[src/ccs_pkg.sv]
package ccs_pkg;

  // Register byte offsets
  localparam logic [7:0] CCS_OFF_COMM_STATUS = 8'h00;
  localparam logic [7:0] CCS_OFF_CONTROL = 8'h04;
  localparam logic [7:0] CCS_OFF_IRQ_STATUS = 8'h08;
  localparam logic [7:0] CCS_OFF_IRQ_MASK = 8'h0c;

  // Communication status field positions
  localparam int CCS_BIT_TOP = 7;
  localparam int CCS_BIT_SECOND = 6;
  localparam int CCS_BIT_BUS_OFF = 5;
  localparam int CCS_BIT_TX_PASSIVE = 4;
  localparam int CCS_BIT_RX_PASSIVE = 3;
  localparam int CCS_BIT_TX_WARN = 2;
  localparam int CCS_BIT_RX_WARN = 1;
  localparam int CCS_BIT_ANY_WARN = 0;

  // Interrupt status field positions
  localparam int CCS_IRQ_RX_OVF = 0;
  localparam int CCS_IRQ_RX_WARN = 1;
  localparam int CCS_IRQ_TX_WARN = 2;
  localparam int CCS_IRQ_RX_PASSIVE = 3;
  localparam int CCS_IRQ_TX_PASSIVE = 4;
  localparam int CCS_IRQ_BUS_OFF = 5;
  localparam int CCS_IRQ_ERROR = 6;
  localparam int CCS_IRQ_W = 7;

  // Control register: operating mode field
  localparam int CCS_MODE_LSB = 0;
  localparam int CCS_MODE_W = 2;

  // Error counter widths and limits
  localparam int CCS_ERR_CNT_W = 9;
  localparam logic [8:0] CCS_WARN_LIMIT = 9'h05f;
  localparam logic [8:0] CCS_PASSIVE_LIMIT = 9'h07f;
  localparam logic [8:0] CCS_BUS_OFF_LIMIT = 9'h0ff;

  // Bus-off recovery counts
  localparam int CCS_RECESSIVE_RUN = 11;
  localparam int CCS_RECOVERY_RUNS = 128;

  localparam logic [7:0] CCS_STATUS_RESET = 8'h00;
  localparam logic [31:0] CCS_DATA_ZERO = 32'h0000_0000;

  typedef enum logic [1:0] {
    CCS_MODE_LEGACY,
    CCS_MODE_ENHANCED,
    CCS_MODE_FIFO
  } ccs_mode_e;

  typedef enum logic {
    CCS_BO_ACTIVE,
    CCS_BO_OFF
  } ccs_bo_state_e;

endpackage : ccs_pkg

[src/ccs_busoff_recover.sv]
`timescale 1ns/1ps
// Bus-off entry and recovery by counting runs of recessive bits
module ccs_busoff_recover #(
  parameter int RUN_LEN = ccs_pkg::CCS_RECESSIVE_RUN,
  parameter int RUNS = ccs_pkg::CCS_RECOVERY_RUNS
) (
  input wire logic clk_i,
  input wire logic rst_i,
  input wire logic overflow_i,
  input wire logic bit_tick_i,
  input wire logic rx_bit_i,
  output logic bus_off_o,
  output logic tec_clear_o
);
  import ccs_pkg::*;

  typedef struct packed {
    ccs_bo_state_e state;
    logic prev_over;
    logic [$clog2(RUN_LEN+1)-1:0] run;
    logic [$clog2(RUNS+1)-1:0] runs;
    logic clear;
  } ccs_bo_s;

  ccs_bo_s st_reg;
  ccs_bo_s st_next;

  always_comb
  begin
    st_next = st_reg;
    st_next.clear = 1'b0;
    st_next.prev_over = overflow_i;
    case (st_reg.state)
      CCS_BO_ACTIVE:
      begin
        // Edge only, so a counter still high after clearing does not re-enter
        if (overflow_i && !st_reg.prev_over)
        begin
          st_next.state = CCS_BO_OFF;
          st_next.run = '0;
          st_next.runs = '0;
        end
      end
      CCS_BO_OFF:
      begin
        if (bit_tick_i)
        begin
          if (!rx_bit_i)
          begin
            st_next.run = '0;
          end
          else if (st_reg.run == ($bits(st_reg.run))'(RUN_LEN - 1))
          begin
            st_next.run = '0;
            if (st_reg.runs == ($bits(st_reg.runs))'(RUNS - 1))
            begin
              st_next.state = CCS_BO_ACTIVE;
              st_next.clear = 1'b1;
            end
            else
            begin
              st_next.runs = st_reg.runs + 1'b1;
            end
          end
          else
          begin
            st_next.run = st_reg.run + 1'b1;
          end
        end
      end
      default:
      begin
        st_next.state = CCS_BO_ACTIVE;
      end
    endcase
  end

  always_ff @(posedge clk_i)
  begin
    if (rst_i)
    begin
      st_reg <= '0;
    end
    else
    begin
      st_reg <= st_next;
    end
  end

  assign bus_off_o = (st_reg.state == CCS_BO_OFF);
  assign tec_clear_o = st_reg.clear;

endmodule : ccs_busoff_recover

[src/ccs_comm_status.sv]
`timescale 1ns/1ps
// Functional notes
// - In the two-buffer mode the top status bit latches an overflow of receive buffer zero until software clears it.
// - In the two-buffer mode the second status bit latches an overflow of receive buffer one until cleared.
// - In the enhanced legacy mode the top status bit always reads zero.
// - In the FIFO mode the top status bit reads one while the receive FIFO holds at least one message.
// - In enhanced legacy and FIFO modes the second bit latches an overflow of any receive buffer until cleared.
// - The bus-off flag is high exactly while the transmit error count is above 255.
// - The transmit error-passive flag is high exactly while the transmit error count is above 127.
// - A read-only receive error-passive flag reflects the receive error-passive region.
// - The receive warning flag is high only while the receive error count is above 95 and at most 127.
// - The combined warning flag is the OR of the receive and transmit warning flags.
// - Bus-off is entered on counter overflow and the counter is cleared after 128 runs of 11 recessive bits.
// - Any error condition sets one error interrupt flag, and the status register tells which one.
module ccs_comm_status (
  input wire logic clk_i,
  input wire logic rst_i,
  input wire logic wb_cyc_i,
  input wire logic wb_stb_i,
  input wire logic wb_we_i,
  input wire logic [7:0] wb_adr_i,
  input wire logic [3:0] wb_sel_i,
  input wire logic [31:0] wb_dat_i,
  output logic [31:0] wb_dat_o,
  output logic wb_ack_o,
  input wire logic [ccs_pkg::CCS_ERR_CNT_W-1:0] tec_i,
  input wire logic [ccs_pkg::CCS_ERR_CNT_W-1:0] rec_i,
  input wire logic rx_buf0_ovf_i,
  input wire logic rx_buf1_ovf_i,
  input wire logic rx_fifo_not_empty_i,
  input wire logic bit_tick_i,
  input wire logic can_rx_i,
  output logic irq_o,
  output logic bus_off_o,
  output logic tec_clear_o,
  output logic [ccs_pkg::CCS_MODE_W-1:0] mode_o
);
  import ccs_pkg::*;

  typedef struct packed {
    ccs_mode_e mode;
    logic rx_meta;
    logic rx_sync;
    logic ovf_zero;
    logic ovf_one;
    logic ovf_any;
    logic [7:0] comm_status;
    logic [CCS_IRQ_W-1:0] irq_status;
    logic [CCS_IRQ_W-1:0] irq_mask;
    logic ack;
    logic [31:0] dat;
    logic irq;
    logic bus_off;
    logic tec_clear;
  } ccs_top_s;

  ccs_top_s st_reg;
  ccs_top_s st_next;

  logic tx_warn;
  logic tx_passive;
  logic tx_over;
  logic rx_warn;
  logic rx_passive;
  logic recov_bus_off;
  logic recov_clear;

  logic bus_access;
  logic wr_low;
  logic [7:0] wr_byte;
  logic [7:0] status_now;
  logic [4:0] err_flags;
  logic [4:0] err_rise;
  logic [CCS_IRQ_W-1:0] irq_set;
  logic clr_top;
  logic clr_second;
  logic wr_status;
  logic wr_ctrl;
  logic wr_irq;
  logic wr_mask;

  ccs_err_level #(
    .CNT_W(CCS_ERR_CNT_W)
  ) u_tx_level (
    .count_i(tec_i),
    .warn_o(tx_warn),
    .passive_o(tx_passive),
    .over_o(tx_over)
  );

  ccs_err_level #(
    .CNT_W(CCS_ERR_CNT_W)
  ) u_rx_level (
    .count_i(rec_i),
    .warn_o(rx_warn),
    .passive_o(rx_passive),
    .over_o()
  );

  ccs_busoff_recover #(
    .RUN_LEN(CCS_RECESSIVE_RUN),
    .RUNS(CCS_RECOVERY_RUNS)
  ) u_recover (
    .clk_i(clk_i),
    .rst_i(rst_i),
    .overflow_i(tx_over),
    .bit_tick_i(bit_tick_i),
    .rx_bit_i(st_reg.rx_sync),
    .bus_off_o(recov_bus_off),
    .tec_clear_o(recov_clear)
  );

  // Classic Wishbone slave: one wait state, ack pulses for one cycle
  always_comb
  begin
    bus_access = wb_cyc_i && wb_stb_i && !st_reg.ack;
    wr_low = bus_access && wb_we_i && wb_sel_i[0];
    wr_byte = wb_dat_i[7:0];
  end

  // Address decode of the single-byte writes
  always_comb
  begin
    wr_status = 1'b0;
    wr_ctrl = 1'b0;
    wr_irq = 1'b0;
    wr_mask = 1'b0;
    if (wb_adr_i == CCS_OFF_COMM_STATUS)
    begin
      wr_status = wr_low;
    end
    else if (wb_adr_i == CCS_OFF_CONTROL)
    begin
      wr_ctrl = wr_low;
    end
    else if (wb_adr_i == CCS_OFF_IRQ_STATUS)
    begin
      wr_irq = wr_low;
    end
    else if (wb_adr_i == CCS_OFF_IRQ_MASK)
    begin
      wr_mask = wr_low;
    end
  end

  // Error flags as the counters stand now
  always_comb
  begin
    err_flags = 5'h00;
    err_flags[4] = tx_over;
    err_flags[3] = tx_passive;
    err_flags[2] = rx_passive;
    err_flags[1] = tx_warn;
    err_flags[0] = rx_warn;
    err_rise = err_flags & ~st_reg.comm_status[CCS_BIT_BUS_OFF:CCS_BIT_RX_WARN];
  end

  // Write-one-to-clear of the overflow flags
  always_comb
  begin
    clr_top = 1'b0;
    clr_second = 1'b0;
    if (wr_status)
    begin
      clr_top = wr_byte[CCS_BIT_TOP] && (st_reg.mode == CCS_MODE_LEGACY);
      clr_second = wr_byte[CCS_BIT_SECOND];
    end
  end

  // Status view, selected by the operating mode
  always_comb
  begin
    status_now = CCS_STATUS_RESET;
    case (st_reg.mode)
      CCS_MODE_LEGACY:
      begin
        status_now[CCS_BIT_TOP] = st_reg.ovf_zero;
        status_now[CCS_BIT_SECOND] = st_reg.ovf_one;
      end
      CCS_MODE_ENHANCED:
      begin
        status_now[CCS_BIT_TOP] = 1'b0;
        status_now[CCS_BIT_SECOND] = st_reg.ovf_any;
      end
      CCS_MODE_FIFO:
      begin
        status_now[CCS_BIT_TOP] = rx_fifo_not_empty_i;
        status_now[CCS_BIT_SECOND] = st_reg.ovf_any;
      end
      default:
      begin
        status_now[CCS_BIT_TOP] = 1'b0;
        status_now[CCS_BIT_SECOND] = 1'b0;
      end
    endcase
    status_now[CCS_BIT_BUS_OFF:CCS_BIT_RX_WARN] = err_flags;
    status_now[CCS_BIT_ANY_WARN] = rx_warn || tx_warn;
  end

  // Interrupt sources
  always_comb
  begin
    irq_set = '0;
    irq_set[CCS_IRQ_RX_OVF] = rx_buf0_ovf_i || rx_buf1_ovf_i;
    irq_set[CCS_IRQ_RX_WARN] = err_rise[0];
    irq_set[CCS_IRQ_TX_WARN] = err_rise[1];
    irq_set[CCS_IRQ_RX_PASSIVE] = err_rise[2];
    irq_set[CCS_IRQ_TX_PASSIVE] = err_rise[3];
    irq_set[CCS_IRQ_BUS_OFF] = err_rise[4];
    irq_set[CCS_IRQ_ERROR] = |err_rise || irq_set[CCS_IRQ_RX_OVF];
  end

  always_comb
  begin
    st_next = st_reg;
    st_next.rx_meta = can_rx_i;
    st_next.rx_sync = st_reg.rx_meta;
    st_next.ack = bus_access;
    st_next.bus_off = recov_bus_off;
    st_next.tec_clear = recov_clear;
    st_next.comm_status = status_now;

    // Overflow flags: a new overflow wins over a clear in the same cycle
    if (clr_top)
    begin
      st_next.ovf_zero = 1'b0;
    end
    if (clr_second)
    begin
      st_next.ovf_one = 1'b0;
      st_next.ovf_any = 1'b0;
    end
    if (rx_buf0_ovf_i && (st_reg.mode == CCS_MODE_LEGACY))
    begin
      st_next.ovf_zero = 1'b1;
    end
    if (rx_buf1_ovf_i && (st_reg.mode == CCS_MODE_LEGACY))
    begin
      st_next.ovf_one = 1'b1;
    end
    if ((rx_buf0_ovf_i || rx_buf1_ovf_i) && (st_reg.mode != CCS_MODE_LEGACY))
    begin
      st_next.ovf_any = 1'b1;
    end

    // Register writes
    if (wr_ctrl)
    begin
      st_next.mode = ccs_mode_e'(wr_byte[CCS_MODE_LSB +: CCS_MODE_W]);
      // Unused encoding falls back to the two-buffer mode
      if (wr_byte[CCS_MODE_LSB +: CCS_MODE_W] > CCS_MODE_W'(CCS_MODE_FIFO))
      begin
        st_next.mode = CCS_MODE_LEGACY;
      end
    end
    if (wr_mask)
    begin
      st_next.irq_mask = wr_byte[CCS_IRQ_W-1:0];
    end

    // Sticky interrupt status, set wins over write-one clear
    st_next.irq_status = st_reg.irq_status;
    if (wr_irq)
    begin
      st_next.irq_status = st_reg.irq_status & ~wr_byte[CCS_IRQ_W-1:0];
    end
    st_next.irq_status = st_next.irq_status | irq_set;
    st_next.irq = |(st_next.irq_status & st_next.irq_mask);

    // Read data; unmapped offsets read zero but still acknowledge
    st_next.dat = CCS_DATA_ZERO;
    if (bus_access && !wb_we_i)
    begin
      if (wb_adr_i == CCS_OFF_COMM_STATUS)
      begin
        st_next.dat[7:0] = st_reg.comm_status;
      end
      else if (wb_adr_i == CCS_OFF_CONTROL)
      begin
        st_next.dat[CCS_MODE_LSB +: CCS_MODE_W] = st_reg.mode;
      end
      else if (wb_adr_i == CCS_OFF_IRQ_STATUS)
      begin
        st_next.dat[CCS_IRQ_W-1:0] = st_reg.irq_status;
      end
      else if (wb_adr_i == CCS_OFF_IRQ_MASK)
      begin
        st_next.dat[CCS_IRQ_W-1:0] = st_reg.irq_mask;
      end
    end
  end

  always_ff @(posedge clk_i)
  begin
    if (rst_i)
    begin
      st_reg <= '0;
    end
    else
    begin
      st_reg <= st_next;
    end
  end

  assign wb_dat_o = st_reg.dat;
  assign wb_ack_o = st_reg.ack;
  assign irq_o = st_reg.irq;
  assign bus_off_o = st_reg.bus_off;
  assign tec_clear_o = st_reg.tec_clear;
  assign mode_o = st_reg.mode;

endmodule : ccs_comm_status

[src/ccs_err_level.sv]
`timescale 1ns/1ps
// Classifies one error counter into warning and passive regions
module ccs_err_level #(
  parameter int CNT_W = ccs_pkg::CCS_ERR_CNT_W
) (
  input wire logic [CNT_W-1:0] count_i,
  output logic warn_o,
  output logic passive_o,
  output logic over_o
);
  import ccs_pkg::*;

  always_comb
  begin
    warn_o = (count_i > CNT_W'(CCS_WARN_LIMIT)) && (count_i <= CNT_W'(CCS_PASSIVE_LIMIT));
    passive_o = count_i > CNT_W'(CCS_PASSIVE_LIMIT);
    over_o = count_i > CNT_W'(CCS_BUS_OFF_LIMIT);
  end

endmodule : ccs_err_level

[config.mk]
export PLATFORM = sky130hd
export DESIGN_NAME = ccs_comm_status
export DESIGN_NICKNAME = d
export VERILOG_FILES = /design/src/ccs_pkg.sv /design/src/ccs_busoff_recover.sv /design/src/ccs_comm_status.sv /design/src/ccs_err_level.sv
export SDC_FILE = /design/constraint.sdc
export NUM_CORES = 1
export LEC_CHECK = 0
export ABC_AREA = 1
export BUFFER_PORTS_ARGS = -buffer_cell sky130_fd_sc_hd__buf_2
export CAP_MARGIN = 0
export CORE_MARGIN = 2
export CORE_UTILIZATION = 50
export DETAILED_ROUTE_END_ITERATION = 10
export PLACE_DENSITY = 0.81
export SLEW_MARGIN = 10
export SYNTH_ARGS = -nofsm -noshare
export SYNTH_HDL_FRONTEND = slang
export SYNTH_HIERARCHICAL = 1
export SYNTH_SLANG_ARGS = --single-unit
[constraint.sdc]
create_clock -name clk_i -period 3.4 [get_ports clk_i]
set_input_delay 0.51 -clock clk_i [delete_from_list [all_inputs] [get_ports clk_i]]
set_output_delay 0.51 -clock clk_i [all_outputs]
set_load 0.005 [all_outputs]
==> results.txt <==
status: completed
Required @ worst endpoint: 3.56 ns
vias in the first global route: 2340
Root Buffer: clkbuf_8
Initial Util: 51.8%
RSZ-0062 raised after global routing: false
fill cell count: 580
post-synthesis cell count: 439
WL/cell: 11.1 um
Vias/cell: 4.84
combinational share of power: 10.8%
final setup vio count: 0
Final Cycle Share: 53.3%
share of layout cells above drive strength 1: 19.5%
Yosys warnings: 6
insertion delay to the later sink of the worst-skew pair: 0.31 ns
worst slew pin tran: 0.676 ns
global-route wire length before repair: 9920 um
syn_area_per_cell: 7.03 um2
Post-CTS Setup Bufs: 0
CTS resizes: 0
height of the die: 82.6 um
overall power: 1.19 mW
Rel. slew slack: 54.9%
Seq pwr share: 57.7%
CTS Buf Count: 5
Tmin final: 1.81 ns
setup TNS: 0 ns
internal power: 886 uW
H-tree Lvls: 2
Buffers on Ports: 48
max reg flops: 26
Leakage: 1.65 nW
CP Capture Type: flop
Ports: 110
GRT Residual Overflow: 0
Buf/Inv on CP: 1
most frequent cells in the layout: nand2_1, inv_1, dfxtp_1
antenna cells: 0
Crit Path Category: flop to flop
family with the most delay on the worst path: simple AND/OR/NAND/NOR gates
WL final: 6150 um
final hold vios: 0
CP startpoint kind: flop
cts-stage hold buffer count: 0
critical path cell sequence: inv_1, nand3_2, nor2_4, nand2_2, nand2_1, nand2_1, nand2_1, nand2_1, nor2_1, a21oi_1
die width: 82.6 um
Post-route DRC: 0
max-cap viol count: 0
WP data arrival: 1.98 ns
register area: 1120 um2
Area Overhead vs Synth: 6.08%
Core Box Area: 5960 um2
Clock Skew: 0.00375 ns
Starting DRT DRC Count: 168
total track usage: 18.9%
cell area after synthesis: 3090 um2
antenna violations before repair: 0
switching fraction of total power: 25.5%
largest net degree at the start of global routing: 37
min-delay worst type: input pin to flop
PwrDens: 363 nW/um2
Max VDD drop: 0.189 mV
CTS tree: done
area of the multi-input gates: 1460 um2
TritonRoute pass-1 iters: 4
Worst Path Max Fanout: 19
Clk pwr share: 31.5%
buffers from clock root to sink, at most: 2
Final nets: 551
leading cell type in the layout, fill and taps excluded: nand2_1
gpl congestion: 0.852
fmax: 0.552 GHz
area of the die: 6820 um2
Vias: 2671
Pins Over Slew Limit: 0
CP peak stage delay: 0.46 ns
Std-Cell Rows: 28
CP dominant cell by count: nand2_1
switching pwr: 303 uW
post-route ant nets: 0
HPWL Detailed: 4520 um
Worst-path clk slew: 0.09 ns
clk sink count: 56
critical path's slowest cell: nor2_4
-- metal layers --
layer / wire length (um) / share of wire, % / global-route usage (%) / vias up
met5: 0 / 0 / 0 / -
met4: 13 / 0.21 / 4.10 / 0
met3: 357 / 5.8 / 4.57 / 2
met2: 3240 / 53 / 35.4 / 73
met1: 2540 / 41 / 21.5 / 1221
li1: - / - / - / 1375
-- power by group through the flow --
| stage | logic [mW] | clock network, mW | registers (mW) |
|---|---|---|---|
| finish | 0.129 | 0.374 | 0.687 |
| global route | 0.147 | 0.413 | 0.689 |
| CTS | 0.129 | 0.386 | 0.687 |
| detailed placement | 0.128 | 0 | 0.702 |
| global placement | 0.125 | 0 | 0.701 |
| floorplan | 0.113 | 0 | 0.697 |
-- worst paths after layout --
| check | start | to | slack [ns] | depth (start not counted) |
|---|---|---|---|---|
| setup / recovery | wb_ack_o | irq_o | 1.59 | 10 |
| hold / removal | can_rx_i | st_next[61] | 0.40 | 3 |
| hold reg to reg | st_next[61] | st_reg[61] | 0.41 | 2 |
| setup reg to reg | wb_ack_o | irq_o | 1.59 | 10 |
-- per-stage QoR --
stage / worst slack [ns] / area (um2) / cells / hold WS (ns) / utilization [%]
after global routing: 1.43 / 3270 / 552 / 0.382 / 55.0
after CTS: 1.60 / 3270 / 552 / 0.388 / 55.0
after detailed placement: 1.27 / 3180 / 544 / 0.397 / 53.5
after global placement: 1.30 / 3180 / 544 / 0.391 / 53.5
final: 1.59 / 3270 / 552 / 0.400 / 55.0
after floorplan: 1.86 / 3170 / 462 / 0.388 / -
-- area by class of cell --
| class | count | area share (%) |
|---|---|---|
| Multi-Input combinational cell | 295 | 44.6 |
| Sequential cell | 56 | 34.2 |
| Inverter | 69 | 7.95 |
| Timing Repair Buffer | 49 | 7.57 |
| Tap cell | 75 | 2.87 |
| Clock buffer | 8 | 2.75 |
-- worst reg2reg max path, stage by stage (launching register included) --
cell and delay, ns:
dfxtp_1 0.32, inv_1 0.06, nand3_2 0.10, nor2_4 0.46, nand2_2 0.26, nand2_1 0.15, nand2_1 0.06, nand2_1 0.06
nand2_1 0.05, nor2_1 0.08, a21oi_1 0.08
Note: power is estimated with default switching activity, not from simulation.
